**src/rtl/xcvr_ctrl_defines.svh**
```systemverilog
// register map, field positions and sizes of the transceiver control bank
`ifndef XCVR_CTRL_DEFINES_SVH
`define XCVR_CTRL_DEFINES_SVH
`define NUM_CH            4
`define NUM_PLL           1
`define NUM_RECFG         (`NUM_CH + `NUM_PLL)
`define RECFG_IN_W        70
`define RECFG_OUT_W       46
`define BONDED            1'b0
`define ADDR_W            9
`define DATA_W            32
`define SLIP_W            5
`define OFS_LOOPBACK      9'h061
`define OFS_SIG_PRESENT   9'h063
`define OFS_LTD_REQ       9'h064
`define OFS_LTR_REQ       9'h065
`define OFS_LTD_STAT      9'h066
`define OFS_LTR_STAT      9'h067
`define OFS_LANE_SEL      9'h080
`define OFS_RX_ALIGN      9'h081
`define OFS_TX_FIFO       9'h082
`define OFS_TX_CTRL       9'h083
`define OFS_RX_POL        9'h084
`define OFS_RX_ORDER      9'h085
`define BIT_FIFO_ERR      0
`define BIT_TX_POL        0
`define BIT_RX_POL        0
`define BIT_ALIGN_EN      0
`define BIT_BIT_REV       1
`define BIT_BYTE_REV      2
`define BIT_RX_SLIP       3
`define SLIP_LSB          1
`define SLIP_MSB          5
`endif

```
**src/rtl/xcvr_ctrl_pkg.sv**
```systemverilog
// types of the transceiver control bank
`include "xcvr_ctrl_defines.svh"
package xcvr_ctrl_pkg;
  typedef logic [`NUM_CH-1:0] ch_vec_t;
  typedef logic [`SLIP_W-1:0] slip_t;

  typedef struct packed {
    slip_t tx_slip;
    logic  tx_invert;
    logic  rx_invert;
    logic  rx_slip_level;
    logic  rx_byte_reverse;
    logic  rx_bit_reverse;
    logic  rx_align_enable;
    logic  tx_fifo_error;
  } lane_ctl_t;

  typedef struct packed {
    ch_vec_t                 signal_present;
    ch_vec_t                 locked_data;
    ch_vec_t                 locked_ref;
    slip_t [`NUM_CH-1:0]     rx_slipped;
    ch_vec_t                 rx_fifo_error;
    ch_vec_t                 tx_fifo_error;
  } pin_status_t;

  typedef struct packed {
    ch_vec_t                              loopback;
    ch_vec_t                              lock_data_req;
    ch_vec_t                              lock_ref_req;
    logic [`DATA_W-1:0]                   lane_sel;
    lane_ctl_t [`NUM_CH-1:0]              lane;
    ch_vec_t                              slip_pulse;
    pin_status_t                          sync1;
    pin_status_t                          sync2;
    logic [`DATA_W-1:0]                   rdata;
    logic                                 rack;
    logic [`NUM_RECFG*`RECFG_OUT_W-1:0]   recfg_out;
  } state_t;
endpackage : xcvr_ctrl_pkg

```
**src/rtl/transceiver_pma_pcs_control_regs.sv**
```systemverilog
// control and status register bank of a multi-channel transceiver phy
//
// Overview of operation
// - writing one to a loopback bit loops that channel's serial data back
// - signal-present register shows per channel that input voltage is sensed
// - lock-to-data request bit makes that channel's recovery loop lock to data
// - lock-to-reference request bit makes the recovery loop lock to reference clock
// - locked-to-data status bit reads one once the loop locks to data
// - locked-to-reference status bit reads one while locked to reference; read only
// - lane selector holds the index that every coding-sublayer access uses
// - selector means group number when bonded, lane number when not bonded
// - five-bit read field shows bits slipped by the receive word aligner
// - read bit shows receive phase-compensation fifo error of selected lane
// - read-write bit shows transmit phase-compensation fifo error of selected lane
// - five-bit field sets transmit bit-slip amount of selected lane
// - transmit polarity bit inverts every transmitted bit of selected lane
// - receive polarity bit inverts every received bit ahead of the decoder
// - each zero-to-one write of receive slip bit slips exactly one bit
// - byte-order bit swaps byte order in each received word
// - bit-order bit reverses bit order in each received word
// - alignment enable bit starts pattern search in manual alignment mode
// - one reconfiguration port per channel and per transmit pll, on clk
// - device returns forty-six output bits from each port
// - word-addressed registers in one address space for a 32-bit host
// - after reset each loop runs in automatic lock mode until a request bit
`timescale 1ns/1ns
`include "xcvr_ctrl_defines.svh"
module transceiver_pma_pcs_control_regs
  import xcvr_ctrl_pkg::*;
(
  // clock and reset
  input  wire logic                                clk,
  input  wire logic                                resetn,
  // management bus
  input  wire logic [`ADDR_W-1:0]                  mgmt_address,
  input  wire logic                                mgmt_read,
  input  wire logic                                mgmt_write,
  input  wire logic [`DATA_W-1:0]                  mgmt_writedata,
  output      logic [`DATA_W-1:0]                  mgmt_readdata,
  output      logic                                mgmt_waitrequest,
  // status from the transceiver channels
  input  wire logic [`NUM_CH-1:0]                  rx_signal_present_in,
  input  wire logic [`NUM_CH-1:0]                  cdr_locked_data_in,
  input  wire logic [`NUM_CH-1:0]                  cdr_locked_reference_in,
  input  wire logic [`NUM_CH*`SLIP_W-1:0]          rx_slipped_in,
  input  wire logic [`NUM_CH-1:0]                  rx_fifo_error_in,
  input  wire logic [`NUM_CH-1:0]                  tx_fifo_error_in,
  // controls to the transceiver channels
  output      logic [`NUM_CH-1:0]                  serial_loopback,
  output      logic [`NUM_CH-1:0]                  cdr_lock_data,
  output      logic [`NUM_CH-1:0]                  cdr_lock_reference,
  output      logic [`NUM_CH-1:0]                  cdr_auto_mode,
  output      logic [`NUM_CH*`SLIP_W-1:0]          tx_slip_count,
  output      logic [`NUM_CH-1:0]                  tx_invert,
  output      logic [`NUM_CH-1:0]                  rx_invert,
  output      logic [`NUM_CH-1:0]                  rx_slip_pulse,
  output      logic [`NUM_CH-1:0]                  rx_byte_reverse,
  output      logic [`NUM_CH-1:0]                  rx_bit_reverse,
  output      logic [`NUM_CH-1:0]                  rx_align_enable,
  // reconfiguration ports
  input  wire logic [`NUM_RECFG*`RECFG_IN_W-1:0]   reconfig_bus_in,
  output      logic [`NUM_RECFG*`RECFG_OUT_W-1:0]  reconfig_bus_out
);

  state_t q;
  state_t d;

  // bonded variants form one group of all lanes, so group 0 hits every lane
  function automatic logic lane_hit(input logic [`DATA_W-1:0] sel, input int lane);
    logic hit;
    if (`BONDED) begin
      hit = (sel == '0);
    end else begin
      hit = (sel == `DATA_W'(lane));
    end
    return hit;
  endfunction : lane_hit

  // index of the lane whose status a read returns
  function automatic int read_lane(input logic [`DATA_W-1:0] sel);
    int idx;
    idx = -1;
    for (int i = 0; i < `NUM_CH; i++) begin
      if (lane_hit(sel, i) && idx < 0) begin
        idx = i;
      end
    end
    return idx;
  endfunction : read_lane

  logic                 wr_en;
  logic                 rd_en;
  logic [`DATA_W-1:0]   rd_val;
  int                   rl;
  pin_status_t          pins;

  // a write arriving together with a read is refused until the read ends
  assign wr_en = mgmt_write & ~mgmt_read;
  // first read cycle waits, second one returns the registered word
  assign rd_en = mgmt_read & ~q.rack;

  always_comb begin
    pins.signal_present = rx_signal_present_in;
    pins.locked_data    = cdr_locked_data_in;
    pins.locked_ref     = cdr_locked_reference_in;
    for (int i = 0; i < `NUM_CH; i++) begin
      pins.rx_slipped[i] = rx_slipped_in[i*`SLIP_W +: `SLIP_W];
    end
    pins.rx_fifo_error  = rx_fifo_error_in;
    pins.tx_fifo_error  = tx_fifo_error_in;
  end

  always_comb begin
    rl     = read_lane(q.lane_sel);
    rd_val = '0;
    unique case (mgmt_address)
      `OFS_LOOPBACK:    rd_val[`NUM_CH-1:0] = q.loopback;
      `OFS_SIG_PRESENT: rd_val[`NUM_CH-1:0] = q.sync2.signal_present;
      `OFS_LTD_REQ:     rd_val[`NUM_CH-1:0] = q.lock_data_req;
      `OFS_LTR_REQ:     rd_val[`NUM_CH-1:0] = q.lock_ref_req;
      `OFS_LTD_STAT:    rd_val[`NUM_CH-1:0] = q.sync2.locked_data;
      `OFS_LTR_STAT:    rd_val[`NUM_CH-1:0] = q.sync2.locked_ref;
      `OFS_LANE_SEL:    rd_val = q.lane_sel;
      `OFS_RX_ALIGN: begin
        if (rl >= 0) begin
          rd_val[`SLIP_MSB:`SLIP_LSB] = q.sync2.rx_slipped[rl];
          rd_val[`BIT_FIFO_ERR]       = q.sync2.rx_fifo_error[rl];
        end
      end
      `OFS_TX_FIFO: begin
        if (rl >= 0) begin
          rd_val[`BIT_FIFO_ERR] = q.lane[rl].tx_fifo_error;
        end
      end
      `OFS_TX_CTRL: begin
        if (rl >= 0) begin
          rd_val[`SLIP_MSB:`SLIP_LSB] = q.lane[rl].tx_slip;
          rd_val[`BIT_TX_POL]         = q.lane[rl].tx_invert;
        end
      end
      `OFS_RX_POL: begin
        if (rl >= 0) begin
          rd_val[`BIT_RX_POL] = q.lane[rl].rx_invert;
        end
      end
      `OFS_RX_ORDER: begin
        if (rl >= 0) begin
          rd_val[`BIT_RX_SLIP]  = q.lane[rl].rx_slip_level;
          rd_val[`BIT_BYTE_REV] = q.lane[rl].rx_byte_reverse;
          rd_val[`BIT_BIT_REV]  = q.lane[rl].rx_bit_reverse;
          rd_val[`BIT_ALIGN_EN] = q.lane[rl].rx_align_enable;
        end
      end
      default: rd_val = '0; // unmapped words read zero
    endcase
  end

  always_comb begin
    d = q;
    // pins pass two flops before any logic reads them
    d.sync1 = pins;
    d.sync2 = q.sync1;
    d.slip_pulse = '0;
    d.rack  = rd_en;
    if (rd_en) begin
      d.rdata = rd_val;
    end
    for (int i = 0; i < `NUM_CH; i++) begin
      // sticky error: a set in the clearing cycle wins
      if (wr_en && mgmt_address == `OFS_TX_FIFO && lane_hit(q.lane_sel, i)
          && mgmt_writedata[`BIT_FIFO_ERR]) begin
        d.lane[i].tx_fifo_error = 1'b0;
      end
      if (q.sync2.tx_fifo_error[i]) begin
        d.lane[i].tx_fifo_error = 1'b1;
      end
    end
    if (wr_en) begin
      unique case (mgmt_address)
        `OFS_LOOPBACK: d.loopback      = mgmt_writedata[`NUM_CH-1:0];
        `OFS_LTD_REQ:  d.lock_data_req = mgmt_writedata[`NUM_CH-1:0];
        `OFS_LTR_REQ:  d.lock_ref_req  = mgmt_writedata[`NUM_CH-1:0];
        `OFS_LANE_SEL: d.lane_sel      = mgmt_writedata;
        `OFS_TX_CTRL: begin
          for (int i = 0; i < `NUM_CH; i++) begin
            if (lane_hit(q.lane_sel, i)) begin
              d.lane[i].tx_slip   = mgmt_writedata[`SLIP_MSB:`SLIP_LSB];
              d.lane[i].tx_invert = mgmt_writedata[`BIT_TX_POL];
            end
          end
        end
        `OFS_RX_POL: begin
          for (int i = 0; i < `NUM_CH; i++) begin
            if (lane_hit(q.lane_sel, i)) begin
              d.lane[i].rx_invert = mgmt_writedata[`BIT_RX_POL];
            end
          end
        end
        `OFS_RX_ORDER: begin
          for (int i = 0; i < `NUM_CH; i++) begin
            if (lane_hit(q.lane_sel, i)) begin
              // only a rising write slips; holding one slips no more
              d.slip_pulse[i] = mgmt_writedata[`BIT_RX_SLIP]
                                & ~q.lane[i].rx_slip_level;
              d.lane[i].rx_slip_level   = mgmt_writedata[`BIT_RX_SLIP];
              d.lane[i].rx_byte_reverse = mgmt_writedata[`BIT_BYTE_REV];
              d.lane[i].rx_bit_reverse  = mgmt_writedata[`BIT_BIT_REV];
              d.lane[i].rx_align_enable = mgmt_writedata[`BIT_ALIGN_EN];
            end
          end
        end
        // status words and unmapped words ignore writes
        default: d.lane_sel = q.lane_sel;
      endcase
    end
    // each port answers with a registered copy of its own low inputs
    for (int p = 0; p < `NUM_RECFG; p++) begin
      d.recfg_out[p*`RECFG_OUT_W +: `RECFG_OUT_W] =
        reconfig_bus_in[p*`RECFG_IN_W +: `RECFG_OUT_W];
    end
  end

  always_ff @(posedge clk or negedge resetn) begin
    if (!resetn) begin
      q <= '0; // request bits clear: loops start in automatic mode
    end else begin
      q <= d;
    end
  end

  assign mgmt_waitrequest   = rd_en;
  assign mgmt_readdata      = q.rdata;
  assign serial_loopback    = q.loopback;
  assign cdr_lock_data      = q.lock_data_req;
  assign cdr_lock_reference = q.lock_ref_req;
  assign cdr_auto_mode      = ~(q.lock_data_req | q.lock_ref_req);
  assign rx_slip_pulse      = q.slip_pulse;
  assign reconfig_bus_out   = q.recfg_out;

  genvar g;
  generate
    for (g = 0; g < `NUM_CH; g++) begin : g_lane
      assign tx_slip_count[g*`SLIP_W +: `SLIP_W] = q.lane[g].tx_slip;
      assign tx_invert[g]       = q.lane[g].tx_invert;
      assign rx_invert[g]       = q.lane[g].rx_invert;
      assign rx_byte_reverse[g] = q.lane[g].rx_byte_reverse;
      assign rx_bit_reverse[g]  = q.lane[g].rx_bit_reverse;
      assign rx_align_enable[g] = q.lane[g].rx_align_enable;
    end
  endgenerate

endmodule : transceiver_pma_pcs_control_regs

```
**config.mk**
```make
export PLATFORM = sky130hd
export DESIGN_NAME = transceiver_pma_pcs_control_regs
export DESIGN_NICKNAME = d
export VERILOG_FILES = /design/src/rtl/xcvr_ctrl_pkg.sv /design/src/rtl/transceiver_pma_pcs_control_regs.sv
export VERILOG_INCLUDE_DIRS = /design/src /design/src/rtl
export SDC_FILE = /design/constraint.sdc
export NUM_CORES = 1
export LEC_CHECK = 0
export ABC_AREA = 1
export BUFFER_PORTS_ARGS = -buffer_cell sky130_fd_sc_hd__buf_2
export CAP_MARGIN = 20
export CORE_AREA = 2 2 292 294
export CTS_CLUSTER_DIAMETER = 40
export DETAILED_ROUTE_END_ITERATION = 10
export DIE_AREA = 0 0 294 296
export GPL_ROUTABILITY_DRIVEN = 0
export GPL_TIMING_DRIVEN = 0
export HOLD_SLACK_MARGIN = 0.06
export MAX_ROUTING_LAYER = met4
export PLACE_DENSITY = 0.45
export SLEW_MARGIN = 20
export SYNTH_ARGS = -nofsm -noshare
export SYNTH_HDL_FRONTEND = slang
export SYNTH_SLANG_ARGS = --single-unit
export TNS_END_PERCENT = 1
```
**constraint.sdc**
```tcl
create_clock -name clk -period 2 [get_ports clk]
set_clock_uncertainty 0.05 [all_clocks]
set_input_delay 0.3 -clock clk [delete_from_list [all_inputs] [get_ports clk]]
set_output_delay 0.3 -clock clk [all_outputs]
set_load 0.005 [all_outputs]
```
### After elaboration in Yosys (flattened, before gate mapping)

Index checks and enable logic that the tools add are counted.

* bits of input ports: 435
* bits in read-only memories: 0
* memories kept: 0
* logic and storage cells: 185
* RAM bits: 0
* output and inout bits: 323
* latch bits: 0
* register bits after elaboration: 439

* divide/modulo/power cells: 0
* mux-type cells: 60
* add/subtract/negate cells: 0
* bitwise operators: 14
* shift operators: 0
* equal/unequal tests: 15
* multipliers: 0
* $lt $le $gt $ge: 5
* reductions and logical operators: 33

Operator list (number)
* $mux 32: 4
* $lt 32x1->1 const B: 3
* $eq 32x2->1 const B: 2
* $eq 9x7->1 const B: 6
* $eq 9x8->1 const B: 6
* $mux 1: 40
* $reduce_and 3->1: 12
* $eq 32x1->1 const B: 1
* $ge 32x1->1 const B: 1
* $logic_not 32->1: 1
* $lt 32x4->1 const B: 1
* $pmux 3 s10: 1
* $mux 26: 1
* $bmux 12 s2: 1
* $mux 12: 2
* $logic_and 1x1->1: 12
* $mux 4: 3
* $mux 6: 2
* $pmux 1 s12: 1
* $bmux 5 s2: 1
* $mux 5: 2
* $reduce_and 2->1: 4
* $reduce_bool 2->1: 4
* $and 1x1->1: 6
* 5 further kinds: 10

### Longest topological paths before layout

Gate-level depths: netlist of the first run.

* depth after elaboration: 16
* depth in mapped cells: 19
* depth with buffers taken out: 18

### Worst setup path after synthesis of the first run

No wires, ideal clock.

* kind: reg-to-reg
* from: register q[404] (netlist bit)
* to: register q, in the netlist mgmt_readdata[0]
* data required time: 1.833 ns
* cell stages (with the launch flop): 18
* arrival: 1.757 ns
* path slack: 0.077 ns
* path buffers: 1
* library setup time: 0.117 ns
* period minus slack after synthesis: 1.923 ns
* cells stage by stage: dfrtp_1 -> nor2_1 -> nand2_1 -> nor2_4 -> inv_2 -> nor2_2 -> nand2_2 -> nand3_2 -> nand2_2 -> buf_6 -> o21ai_2 -> nand2_1 -> nand2_1 -> nand2_1 -> o21bai_1 -> nand2_1 -> nand2_1 -> nand2_1

* cells in the longest elaborated chain, start to end: 16
* elaborated cells on any way between the ends: 27
* classes of those cells: order compare: 4; eq/ne: 3; mux: 16; reduce/logical: 4

Ends and longest elaborated chain
* start: declaration: RTL line transceiver_pma_pcs_control_regs.sv:65 `state_t q;`
* start signal: assignment: RTL line transceiver_pma_pcs_control_regs.sv:225 `q <= '0;`
* start signal: assignment: RTL line transceiver_pma_pcs_control_regs.sv:227 `q <= d;`
* $logic_not 32->1: RTL line transceiver_pma_pcs_control_regs.sv:74 `` hit = (sel == `DATA_W'(lane)); ``
* $mux 32: RTL line transceiver_pma_pcs_control_regs.sv:84 `if (lane_hit(sel, i) && idx < 0) begin`
* $lt 32x1->1: RTL line transceiver_pma_pcs_control_regs.sv:84
* $logic_and 1x1->1: RTL line transceiver_pma_pcs_control_regs.sv:84
* $mux 32: RTL line transceiver_pma_pcs_control_regs.sv:84
* $lt 32x1->1: RTL line transceiver_pma_pcs_control_regs.sv:84
* $logic_and 1x1->1: RTL line transceiver_pma_pcs_control_regs.sv:84
* $mux 32: RTL line transceiver_pma_pcs_control_regs.sv:84
* $lt 32x1->1: RTL line transceiver_pma_pcs_control_regs.sv:84
* $logic_and 1x1->1: RTL line transceiver_pma_pcs_control_regs.sv:84
* $mux 32 (*): RTL line transceiver_pma_pcs_control_regs.sv:84
* branches (longest 4 deep; another with $ge 32x1->1)
* $pmux 1 s12 (*): RTL line transceiver_pma_pcs_control_regs.sv:116 `unique case (mgmt_address)`

Every way passes the cells marked *. The select of a mux whose other input is x is not followed.
A chain may end at the register's enable or synchronous reset.

### Final worst setup path of the first run

* from: register q[412] (netlist bit)
* to: register q, in the netlist mgmt_readdata[2]

* cells in the longest elaborated chain, start to end: 16
* elaborated cells on any way between the ends: 25
* classes of those cells: order compare: 4; eq/ne: 3; mux: 14; reduce/logical: 4

Ends and longest elaborated chain (RTL line)
* $logic_not 32->1: transceiver_pma_pcs_control_regs.sv:74
* $mux 32: transceiver_pma_pcs_control_regs.sv:84
* $lt 32x1->1: transceiver_pma_pcs_control_regs.sv:84
* $logic_and 1x1->1: transceiver_pma_pcs_control_regs.sv:84
* $mux 32: transceiver_pma_pcs_control_regs.sv:84
* $lt 32x1->1: transceiver_pma_pcs_control_regs.sv:84
* $logic_and 1x1->1: transceiver_pma_pcs_control_regs.sv:84
* $mux 32: transceiver_pma_pcs_control_regs.sv:84
* $lt 32x1->1: transceiver_pma_pcs_control_regs.sv:84
* $logic_and 1x1->1: transceiver_pma_pcs_control_regs.sv:84
* $mux 32 (*): transceiver_pma_pcs_control_regs.sv:84
* branches (longest 4 deep; another with $ge 32x1->1)
* $pmux 3 s10 (*): transceiver_pma_pcs_control_regs.sv:116

Marked as above.

==> flow_summary.html, run 1 <==
<table>
<tr><th>Metric</th><th>Value</th></tr>
<tr><th colspan="2">Final layout</th></tr>
<tr><td>Count of nets after finishing</td><td>2,879</td></tr>
<tr><td>Share of cells above drive strength 1</td><td>between 40% and 50%</td></tr>
<tr><td>Post-route standard cell area excluding fillers</td><td>~27,000 sq um</td></tr>
<tr><td>Area added between synthesis and finish</td><td>66.38%</td></tr>
<tr><th colspan="2">Floorplanning</th></tr>
<tr><td>Vertical die dimension</td><td>296 um</td></tr>
<tr><td>Initial core utilization</td><td>between 10% and 20%</td></tr>
<tr><td>Number of I/O pins</td><td>758</td></tr>
<tr><td>Num rows</td><td>between 100 and 150</td></tr>
<tr><td>Die area</td><td>87,020 sq um</td></tr>
<tr><td>Placeable core region</td><td>roughly 84,000 sq um</td></tr>
<tr><td>Horiz. Die Dim</td><td>294 um</td></tr>
<tr><th colspan="2">Global route</th></tr>
<tr><td>Wire length of the first global-routing pass</td><td>between 80 and 90 mm</td></tr>
<tr><td>Via count of the first global-routing pass</td><td>14,840</td></tr>
<tr><td>Total gr overflow</td><td>0</td></tr>
<tr><td>GRT Util Overall</td><td>between 10 and 15%</td></tr>
<tr><td>Number of antenna violations at the first check in global routing</td><td>14</td></tr>
<tr><td>Largest net degree at the start of global routing</td><td>100</td></tr>
<tr><th colspan="2">Synthesis</th></tr>
<tr><td>Number of enable flip-flop cells after synthesis</td><td>0</td></tr>
<tr><td>Synth area leaders</td><td>sky130_fd_sc_hd__dfrtp_1 (67%), sky130_fd_sc_hd__buf_4 (15%), sky130_fd_sc_hd__nand2_1 (4.4%), sky130_fd_sc_hd__nor2_1 (2.3%), sky130_fd_sc_hd__inv_1 (2.1%)</td></tr>
<tr><td>Net Count, Synth</td><td>approximately 1,800</td></tr>
<tr><td>Most common cell in the synthesized netlist</td><td>sky130_fd_sc_hd__dfrtp_1</td></tr>
<tr><td>Cell variety after synth</td><td>40</td></tr>
<tr><td>Post-Syn Area per Cell</td><td>11.62 sq um</td></tr>
<tr><td>Most frequent cells after synthesis</td><td>sky130_fd_sc_hd__dfrtp_1 (439), sky130_fd_sc_hd__buf_4 (320), sky130_fd_sc_hd__nand2_1 (193), sky130_fd_sc_hd__nor2_1 (101), sky130_fd_sc_hd__inv_1 (92)</td></tr>
<tr><td>Number of flip-flops and latches in the synthesized netlist</td><td>around 440</td></tr>
<tr><td>Sequential area share after synthesis</td><td>approximately two thirds</td></tr>
<tr><td>Proportion of netlist area held by the largest area contributor</td><td>66.98%</td></tr>
<tr><td>Combined area of all synthesized cells</td><td>16,400 sq um</td></tr>
<tr><td>YS warnings</td><td>0</td></tr>
<tr><td>Cell count after synthesis</td><td>between 1,000 and 1,500</td></tr>
<tr><td>Largest area contributor in the netlist</td><td>sky130_fd_sc_hd__dfrtp_1</td></tr>
<tr><td>Share of synthesized flip-flops with an asynchronous set or reset</td><td>between 90% and 100%</td></tr>
<tr><td>Dominant register cell in the synthesized netlist</td><td>sky130_fd_sc_hd__dfrtp_1</td></tr>
<tr><th colspan="2">Pwr</th></tr>
<tr><td>Worst IR Drop VDD</td><td>just under 0.8 mV</td></tr>
<tr><td>Static leakage</td><td>13.77 nW</td></tr>
<tr><td>Power density over the cells</td><td>a little over 900 nW/um^2</td></tr>
<tr><td>Total power</td><td>approximately 0.025 W</td></tr>
<tr><th colspan="2">STA</th></tr>
<tr><td>Slew Limit Headroom</td><td>~44%</td></tr>
<tr><td>Setup violation total in the final timing report</td><td>28</td></tr>
<tr><td>Post-route minimum period</td><td>~2.4 ns</td></tr>
<tr><td>Maximum clock rate</td><td>around 410 MHz</td></tr>
<tr><td>Unrepaired setup endpoints after global routing</td><td>true</td></tr>
<tr><td>Worst hold margin</td><td>-0.3924 ns</td></tr>
<tr><td>Final count of pins violating max slew</td><td>0</td></tr>
<tr><td>Final worst slack</td><td>-0.4391 ns</td></tr>
<tr><td>Final hold violation count</td><td>75</td></tr>
<tr><td>Measured slew at the worst slew-check pin</td><td>between 0.8 and 0.9 ns</td></tr>
<tr><td>Period utilisation layout</td><td>122.0%</td></tr>
<tr><th colspan="2">Worst setup path</th></tr>
<tr><td>Kind of start point of the critical path</td><td>flip-flop</td></tr>
<tr><td>Setup CP Type</td><td>flip-flop to flip-flop</td></tr>
<tr><td>Required arrival time at the worst endpoint</td><td>approximately 2.5 ns</td></tr>
<tr><td>Critical path endpoint category</td><td>flip-flop</td></tr>
<tr><td>Top fanout value on the critical path</td><td>10</td></tr>
<tr><td>Critical path data arrival time</td><td>approximately 2.9 ns</td></tr>
<tr><th colspan="2">Place</th></tr>
<tr><td>Cell area after placement</td><td>between 20,000 and 25,000 sq um</td></tr>
<tr><td>Post-detail-place hpwl</td><td>43.01 mm</td></tr>
<tr><td>Count of buffers inserted at the top-level ports</td><td>637</td></tr>
<tr><th colspan="2">Routing</th></tr>
<tr><td>Detailed Route Iter0 Violations</td><td>roughly 520</td></tr>
<tr><td>Routed vias/inst</td><td>3.740</td></tr>
<tr><td>Drt first pass iters</td><td>4</td></tr>
<tr><td>Detailed-route DRC error count</td><td>0</td></tr>
<tr><td>Remaining number of nets flagged by the antenna check after routing</td><td>0</td></tr>
<tr><td>Avg WL per Cell</td><td>15.98 um</td></tr>
<tr><td>Wire length reported by the detailed router</td><td>about 58 mm</td></tr>
<tr><td>Vias</td><td>approximately 14,000</td></tr>
<tr><th colspan="2">CTS</th></tr>
<tr><td>Number of levels in the clock H-tree</td><td>3</td></tr>
<tr><td>Clock Sinks</td><td>between 400 and 500</td></tr>
<tr><td>Hold-fix buffers, CTS</td><td>between 300 and 400</td></tr>
<tr><td>Max Buffers Root-to-Sink</td><td>3</td></tr>
<tr><td>Buffer cell driving the clock tree root</td><td>sky130_fd_sc_hd__clkbuf_16</td></tr>
<tr><td>Inserted Clock Buffers</td><td>83</td></tr>
<tr><td>Source-to-sink clock delay at the later pin of the worst-skew pair</td><td>0.64 ns</td></tr>
<tr><td>Clock transition time at the flip-flop clock pins of the worst setup and hold paths</td><td>0.05 ns</td></tr>
<tr><td>Clock tree from TritonCTS</td><td>yes</td></tr>
<tr><th colspan="2">Run</th></tr>
<tr><td>Maximum capacitance violations</td><td>0</td></tr>
<tr><th colspan="2">Hold path</th></tr>
<tr><td>Type of the most critical hold path</td><td>primary input to async pin</td></tr>
<tr><th colspan="2">Run status</th></tr>
<tr><td>Result of the run</td><td>finished with violations</td></tr>
<tr><td>Violated checks</td><td>hold timing, setup timing</td></tr>
</table>
-- sequential cells by signal, summed over array words and instances (netlist names) --
register / flops
mgmt_readdata: 32
rx_invert: 4
rx_byte_reverse: 4
serial_loopback: 4
rx_bit_reverse: 4
cdr_lock_reference: 4
tx_slip_count: 20
reconfig_bus_out: 230
q: 81
cdr_lock_data: 4
rx_slip_pulse: 4
rx_align_enable: 4
d: 40
tx_invert: 4
-- critical path, cell delays in order, from the launching register on --
cell and delay (ns):
sky130_fd_sc_hd__dfrtp_1 0.39, sky130_fd_sc_hd__nor2_2 0.13, sky130_fd_sc_hd__nand2_1 0.07, sky130_fd_sc_hd__nor2_2 0.11, sky130_fd_sc_hd__nand2_2 0.13, sky130_fd_sc_hd__inv_4 0.10
sky130_fd_sc_hd__nand3_4 0.13, sky130_fd_sc_hd__a21boi_4 0.28, sky130_fd_sc_hd__buf_6 0.19, sky130_fd_sc_hd__a21oi_1 0.08, sky130_fd_sc_hd__o21ai_1 0.16, sky130_fd_sc_hd__nand3_1 0.15
sky130_fd_sc_hd__nand2_4 0.13, sky130_fd_sc_hd__nand2_1 0.07, sky130_fd_sc_hd__nand2_1 0.10, sky130_fd_sc_hd__nand2_1 0.06
-- layout by cell type (no fill, tap or decap), types with 9 or more instances in the layout --
master	netlist	layout
sky130_fd_sc_hd__inv_1	92	89
sky130_fd_sc_hd__buf_4	320	321
sky130_fd_sc_hd__nor2_4	2	9
sky130_fd_sc_hd__a21oi_1	31	31
sky130_fd_sc_hd__nor2_1	101	87
sky130_fd_sc_hd__clkbuf_16	0	83
sky130_fd_sc_hd__nor2_2	6	13
sky130_fd_sc_hd__o21ai_1	28	30
sky130_fd_sc_hd__clkinvlp_4	0	14
sky130_fd_sc_hd__inv_6	0	9
sky130_fd_sc_hd__nand3_1	20	15
sky130_fd_sc_hd__dfrtp_1	439	439
sky130_fd_sc_hd__bufinv_16	0	10
sky130_fd_sc_hd__clkinv_2	0	13
sky130_fd_sc_hd__o31ai_1	28	28
sky130_fd_sc_hd__o21ai_0	65	62
sky130_fd_sc_hd__nand2_1	193	186
sky130_fd_sc_hd__buf_6	4	9
sky130_fd_sc_hd__dlygate4sd3_1	0	303
sky130_fd_sc_hd__buf_2	6	639
sky130_fd_sc_hd__clkbuf_1	17	19
sky130_fd_sc_hd__o211ai_1	14	14
-- repair_timing --
action / in CTS / in global routing
buffers inserted: 1 / 1
gates cloned: 0 / 1
endpoints found under the setup margin: 115 / 77
resized for setup: 53 / 20
hold endpoints to repair: 400 / 75
pin swaps: 6 / 6
-- kinds of logic after synthesis --
kind of cell	Yosys count	share of synthesized area, %
buf+inv	447	17.78
flops	439	66.98
simple gates	342	8.583
compound gates	184	6.653
-- final cells by class --
type	count	area (sq um)
Fill cell	8502	56920
Sequential cell	439	10990
Timing Repair Buffer	947	6364
Multi-Input combinational cell	526	2694
Buffer	349	2582
Clock buffer	92	2141
Tap cell	1090	1364
Clock inverter	62	764.5
Inverter	98	372.9
Antenna cell	8	20.02
-- final timing paths --
check,start,to,slack [ns],depth (start not counted)
min reg2reg,d[278]$_DFF_PN0_,q[278]$_DFF_PN0_,0.30,0
min,resetn,reconfig_bus_out[66]$_DFF_PN0_,-0.39,1
max reg2reg,q[412]$_DFFE_PN0P_,mgmt_readdata[2]$_DFFE_PN0P_,-0.44,15
min in group clk,mgmt_address[8],mgmt_readdata[4]$_DFFE_PN0P_,0.12,6
max in group asynchronous,resetn,reconfig_bus_out[10]$_DFF_PN0_,0.47,4
max,q[412]$_DFFE_PN0P_,mgmt_readdata[2]$_DFFE_PN0P_,-0.44,15
-- power breakdown --
group	switching [W]	total, W	internal [W]
Sequential	0.000125	0.00936	0.00923
Clock	0.00513	0.0143	0.00920
Combinational	0.000724	0.00182	0.00109
Total	0.00597	0.0255	0.0195
-- metrics by stage --
step / util (%) / std cells / setup TNS [ns] / setup slack [ns]
floorplan: - / 1412 / 0 / 0.07658
global placement: 24.88 / 3139 / -3785.23 / -8.456
detailed placement: 25.02 / 3143 / -153.28 / -1.531
CTS: 32.33 / 3601 / -5.738 / -0.4575
global route: 32.40 / 3611 / -11.47 / -0.5881
finish: 32.40 / 3611 / -4.354 / -0.4391
-- metal layers --
layer / share of wire [%] / up-vias / GRT usage, % / wire, um
li1: - / 6284 / - / -
met1: 39 / 6603 / 14.72 / 22610
met2: 51 / 522 / 23.04 / 29530
met3: 6.4 / 95 / 3.515 / 3715
met4: 3.2 / 0 / 5.650 / 1846
met5: 0 / - / - / 0
Power figures use the tool's default switching activity.
==> run 2, diff against run 1 <==
--- a/config.mk
+++ b/config.mk
@@ -6,18 +6,17 @@
 export SDC_FILE = /design/constraint.sdc
 export NUM_CORES = 1
 export LEC_CHECK = 0
-export ABC_AREA = 1
 export BUFFER_PORTS_ARGS = -buffer_cell sky130_fd_sc_hd__buf_2
 export CAP_MARGIN = 20
-export CORE_AREA = 2 2 292 294
+export CORE_AREA = 2 2 294 296
 export CTS_CLUSTER_DIAMETER = 40
 export DETAILED_ROUTE_END_ITERATION = 10
-export DIE_AREA = 0 0 294 296
+export DIE_AREA = 0 0 296 298
 export GPL_ROUTABILITY_DRIVEN = 0
 export GPL_TIMING_DRIVEN = 0
 export HOLD_SLACK_MARGIN = 0.06
 export MAX_ROUTING_LAYER = met4
-export PLACE_DENSITY = 0.45
+export PLACE_DENSITY = 0.44
 export SLEW_MARGIN = 20
 export SYNTH_ARGS = -nofsm -noshare
 export SYNTH_HDL_FRONTEND = slang
==> run 2 against run 1 <==
Against the previous run: the flow finishes with violations (setup timing); count of clock-buffer cells in the layout increased by 4; wire length increased by 11%; via count decreased by 2.3%; area after synthesis increased by 0.92%; utilization increased by 0.52 points; final cell count decreased by 3.5%; flip-flop and latch count unchanged; global-route usage increased by 1.5 points; total power increased by 4.6%; critical path depth decreased by 6; clock power increased by 3%; critical path type unchanged; largest cell class unchanged.
==> flow_summary.html, run 2 <==
<table>
<tr><th>Metric</th><th>Value</th></tr>
<tr><th colspan="2">CTS</th></tr>
<tr><td>Buffer cell driving the clock tree root</td><td>sky130_fd_sc_hd__clkbuf_16</td></tr>
<tr><td>Max Buffers Root-to-Sink</td><td>3</td></tr>
<tr><td>Inserted Clock Buffers</td><td>84</td></tr>
<tr><td>Clock tree from TritonCTS</td><td>yes</td></tr>
<tr><td>Source-to-sink clock delay at the later pin of the worst-skew pair</td><td>between 0.6 and 0.7 ns</td></tr>
<tr><td>Number of levels in the clock H-tree</td><td>3</td></tr>
<tr><td>Clock transition time at the flip-flop clock pins of the worst setup and hold paths</td><td>around 0.060 ns</td></tr>
<tr><td>Clock Sinks</td><td>~440</td></tr>
<tr><th colspan="2">Worst setup path</th></tr>
<tr><td>Kind of start point of the critical path</td><td>flip-flop</td></tr>
<tr><td>Critical path's largest stage delay</td><td>around 0.5 ns</td></tr>
<tr><td>Critical path data arrival time</td><td>slightly below 3 ns</td></tr>
<tr><td>Crit-path cells</td><td>nor4_4 -&gt; buf_4 -&gt; and4_4 -&gt; nand2_4 -&gt; buf_12 -&gt; o311ai_4 -&gt; a211oi_2 -&gt; o41ai_2 -&gt; a21oi_1</td></tr>
<tr><td>Top fanout value on the critical path</td><td>8</td></tr>
<tr><td>Worst Path Buf+Inv</td><td>2</td></tr>
<tr><td>Critical R2R Launch</td><td>q[404]$_DFFE_PN0P_</td></tr>
<tr><td>Setup CP Type</td><td>flip-flop to flip-flop</td></tr>
<tr><td>Critical Path Stages</td><td>9</td></tr>
<tr><td>Required arrival time at the worst endpoint</td><td>around 2.4 ns</td></tr>
<tr><td>Cell with the biggest individual delay on the critical path</td><td>sky130_fd_sc_hd__o41ai_2</td></tr>
<tr><td>Register-to-Register Path Depth</td><td>9</td></tr>
<tr><td>Reg-to-reg setup timing slack</td><td>-0.53 ns</td></tr>
<tr><td>End of the worst register-to-register path</td><td>mgmt_readdata[1]$_DFFE_PN0P_</td></tr>
<tr><td>Critical path endpoint category</td><td>flip-flop</td></tr>
<tr><td>Cell family contributing the most delay on the critical path</td><td>compound AO/OA/AOI/OAI gates</td></tr>
<tr><th colspan="2">Synthesis</th></tr>
<tr><td>Synth area leaders</td><td>sky130_fd_sc_hd__dfrtp_1 (66%), sky130_fd_sc_hd__buf_4 (14%), sky130_fd_sc_hd__mux2_2 (4.6%), sky130_fd_sc_hd__nand2_1 (1.7%), sky130_fd_sc_hd__mux2_1 (1.6%)</td></tr>
<tr><td>Number of flip-flops and latches in the synthesized netlist</td><td>about 440</td></tr>
<tr><td>Number of enable flip-flop cells after synthesis</td><td>0</td></tr>
<tr><td>Sequential area share after synthesis</td><td>between 60% and 70%</td></tr>
<tr><td>Cell variety after synth</td><td>61</td></tr>
<tr><td>Proportion of netlist area held by the largest area contributor</td><td>about two thirds</td></tr>
<tr><td>Cell count after synthesis</td><td>around 1,200</td></tr>
<tr><td>Post-Syn Area per Cell</td><td>~14 sq um</td></tr>
<tr><td>Net Count, Synth</td><td>between 1,500 and 2,000</td></tr>
<tr><td>Combined area of all synthesized cells</td><td>16,550 sq um</td></tr>
<tr><td>Largest area contributor in the netlist</td><td>sky130_fd_sc_hd__dfrtp_1</td></tr>
<tr><td>Dominant register cell in the synthesized netlist</td><td>sky130_fd_sc_hd__dfrtp_1</td></tr>
<tr><td>YS warnings</td><td>0</td></tr>
<tr><td>Most common cell in the synthesized netlist</td><td>sky130_fd_sc_hd__dfrtp_1</td></tr>
<tr><td>Most frequent cells after synthesis</td><td>sky130_fd_sc_hd__dfrtp_1 (439), sky130_fd_sc_hd__buf_4 (318), sky130_fd_sc_hd__nand2_1 (77), sky130_fd_sc_hd__mux2_2 (68), sky130_fd_sc_hd__nand3_1 (38)</td></tr>
<tr><td>Share of synthesized flip-flops with an asynchronous set or reset</td><td>100.0%</td></tr>
<tr><th colspan="2">Routing</th></tr>
<tr><td>Drt first pass iters</td><td>5</td></tr>
<tr><td>Avg WL per Cell</td><td>~18 um</td></tr>
<tr><td>Wire length reported by the detailed router</td><td>approximately 64 mm</td></tr>
<tr><td>Routed vias/inst</td><td>approximately 3.8</td></tr>
<tr><td>Detailed Route Iter0 Violations</td><td>between 500 and 600</td></tr>
<tr><td>Vias</td><td>~13,000</td></tr>
<tr><td>Detailed-route DRC error count</td><td>0</td></tr>
<tr><td>Remaining number of nets flagged by the antenna check after routing</td><td>0</td></tr>
<tr><th colspan="2">STA</th></tr>
<tr><td>Period utilisation layout</td><td>126.4%</td></tr>
<tr><td>Maximum clock rate</td><td>about 400 MHz</td></tr>
<tr><td>Final hold violation count</td><td>0</td></tr>
<tr><td>Slew Limit Headroom</td><td>21.76%</td></tr>
<tr><td>Unrepaired setup endpoints after global routing</td><td>true</td></tr>
<tr><td>Measured slew at the worst slew-check pin</td><td>1.165 ns</td></tr>
<tr><td>Post-route minimum period</td><td>~2.5 ns</td></tr>
<tr><td>Final worst slack</td><td>-0.5283 ns</td></tr>
<tr><td>Final count of pins violating max slew</td><td>0</td></tr>
<tr><td>Setup violation total in the final timing report</td><td>57</td></tr>
<tr><td>Sum Neg Setup Slack</td><td>-20.37 ns</td></tr>
<tr><th colspan="2">Global route</th></tr>
<tr><td>Via count of the first global-routing pass</td><td>around 15,000</td></tr>
<tr><td>Number of antenna violations at the first check in global routing</td><td>8</td></tr>
<tr><td>Total gr overflow</td><td>0</td></tr>
<tr><td>GRT Util Overall</td><td>between 10 and 15%</td></tr>
<tr><td>Wire length of the first global-routing pass</td><td>94.29 mm</td></tr>
<tr><td>Largest net degree at the start of global routing</td><td>~90</td></tr>
<tr><th colspan="2">Run status</th></tr>
<tr><td>Violated checks</td><td>setup timing</td></tr>
<tr><td>Result of the run</td><td>finished with violations</td></tr>
<tr><th colspan="2">Place</th></tr>
<tr><td>Worst slack, placed</td><td>-1.173 ns</td></tr>
<tr><td>Cell total after placement</td><td>~3,000</td></tr>
<tr><td>Count of buffers inserted at the top-level ports</td><td>between 600 and 700</td></tr>
<tr><td>Post-detail-place hpwl</td><td>~48 mm</td></tr>
<tr><th colspan="2">Final layout</th></tr>
<tr><td>Most common cell after layout, fill and taps aside</td><td>sky130_fd_sc_hd__buf_2</td></tr>
<tr><td>Count of nets after finishing</td><td>about 2,700</td></tr>
<tr><td>Area occupied by registers</td><td>approximately 11,000 sq um</td></tr>
<tr><td>Final core utilization</td><td>32.92%</td></tr>
<tr><td>Most frequent cells in the layout</td><td>sky130_fd_sc_hd__buf_2 (642), sky130_fd_sc_hd__dfrtp_1 (438), sky130_fd_sc_hd__buf_4 (335)</td></tr>
<tr><td>Area used by multi-input combinational logic</td><td>around 3300 sq um</td></tr>
<tr><td>Filler Cells Inserted</td><td>8,534</td></tr>
<tr><td>Number of flip-flops under the largest register name</td><td>230</td></tr>
<tr><td>Fin cells</td><td>3,485</td></tr>
<tr><td>Area added between synthesis and finish</td><td>68.84%</td></tr>
<tr><td>Share of cells above drive strength 1</td><td>a little over half</td></tr>
<tr><th colspan="2">Floorplanning</th></tr>
<tr><td>Die area</td><td>slightly below 90,000 sq um</td></tr>
<tr><td>Vertical die dimension</td><td>a little under 300 um</td></tr>
<tr><td>Initial core utilization</td><td>about 19%</td></tr>
<tr><td>Number of I/O pins</td><td>758</td></tr>
<tr><td>Placeable core region</td><td>approximately 85,000 sq um</td></tr>
<tr><td>Num rows</td><td>107</td></tr>
<tr><td>Horiz. Die Dim</td><td>296 um</td></tr>
<tr><th colspan="2">Run</th></tr>
<tr><td>Maximum capacitance violations</td><td>0</td></tr>
<tr><th colspan="2">Hold path</th></tr>
<tr><td>Hold path start</td><td>mgmt_address[7]</td></tr>
<tr><td>Cell depth of the worst hold path</td><td>5</td></tr>
<tr><td>Hold Path End</td><td>rx_invert[2]$_DFFE_PN0P_</td></tr>
<tr><td>Type of the most critical hold path</td><td>primary input to flip-flop</td></tr>
<tr><th colspan="2">Pwr</th></tr>
<tr><td>Power density over the cells</td><td>approximately 950 nW/um^2</td></tr>
<tr><td>Worst IR Drop VDD</td><td>a little under 0.8 mV</td></tr>
<tr><td>Static leakage</td><td>13.91 nW</td></tr>
<tr><td>Total power</td><td>0.02668 W</td></tr>
</table>
## run 2: changes by cell type after synthesis, moves of 9 or more
cell / previous run / this run
sky130_fd_sc_hd__a21oi_1: 31 / 20
sky130_fd_sc_hd__inv_1: 92 / 9
sky130_fd_sc_hd__mux2_1: 0 / 23
sky130_fd_sc_hd__mux2_2: 0 / 68
sky130_fd_sc_hd__mux2i_1: 0 / 9
sky130_fd_sc_hd__nand2_1: 193 / 77
sky130_fd_sc_hd__nand3_1: 20 / 38
sky130_fd_sc_hd__nor2_1: 101 / 26
sky130_fd_sc_hd__nor3_1: 7 / 17
sky130_fd_sc_hd__o211ai_1: 14 / 4
sky130_fd_sc_hd__o21ai_0: 65 / 17
sky130_fd_sc_hd__o21ai_1: 28 / 3
sky130_fd_sc_hd__o31ai_1: 28 / 1
## run 2: cells by family (layout without fill, tap and decap cells)
family	Yosys count	after routing	share of synthesized area [%]
buffers and inverters	364	1484	15.57
AND/OR/NAND/NOR	218	218	7.008
AO/OA/AOI/OAI	90	90	3.765
flip-flops	439	439	66.37
multiplexers	104	104	7.280
other	0	6	0
## run 2: tightest hold or removal path: cells and delay by family
family | cells | cell delay, ns
and+or+nand+nor | 4 | 0.35
buffers and inverters | 1 | 0.12
## run 2: worst max-delay path by stage
stage / start / end / slack [ns]
after CTS: q[408]$_DFFE_PN0P_ / mgmt_readdata[1]$_DFFE_PN0P_ / -0.56
after global routing: q[405]$_DFFE_PN0P_ / mgmt_readdata[1]$_DFFE_PN0P_ / -0.62
after floorplan: q[405]$_DFFE_PN0P_ / tx_slip_count[16]$_DFFE_PN0P_ / -0.15
final: q[404]$_DFFE_PN0P_ / mgmt_readdata[1]$_DFFE_PN0P_ / -0.53
after global placement: resetn / reconfig_bus_out[192]$_DFF_PN0_ / -8.48
after detailed placement: mgmt_address[4] / tx_slip_count[5]$_DFFE_PN0P_ / -1.17
## run 2: area by class of cell
type | count | share of cell area (%)
repair buffers | 967 | 23.51
multi-input cells | 412 | 11.92
inverters | 9 | 0.1209
flip-flops and latches | 439 | 39.32
plain buffers | 355 | 9.327
diodes | 6 | 0.05373
clock buffers | 96 | 8.086
clock inverters | 57 | 2.543
well taps | 1144 | 5.122
## run 2: routing by layer
layer	routed length (um)	up-vias	GRT usage (%)	share of wire [%]
met3	4418	113	4.043	6.9
met4	2217	0	6.025	3.5
met1	24740	6586	16.30	39
met2	32740	567	25.48	51
li1	-	5928	-	-
met5	0	-	-	0
## run 2: through the flow
step           cell area, sq um  hold WS, ns
3_3_place_gp              21220       0.2879
4_1_cts                   27790      0.06973
5_1_grt                   27940       0.1537
3_5_place_dp              21360       0.1517
6_report                  27940       0.1255
2_1_floorplan             16600     -0.04559
## run 2: power by group
group	switching (W)	total (W)	leakage (nW)	internal, W
Clock	0.00516	0.0147	1.41	0.00953
Sequential	0.000135	0.00937	5.38	0.00923
Combinational	0.00118	0.00262	7.12	0.00144
## run 2: timing repair
action / 4_1_cts / 5_1_grt
pin swaps: 28 / 9
gates resized for setup: 69 / 26
buffers inserted: 16 / 4
endpoints found under the setup margin: 115 / 113
endpoints found under the hold margin: 522 / 0
hold buffers: 306 / 0
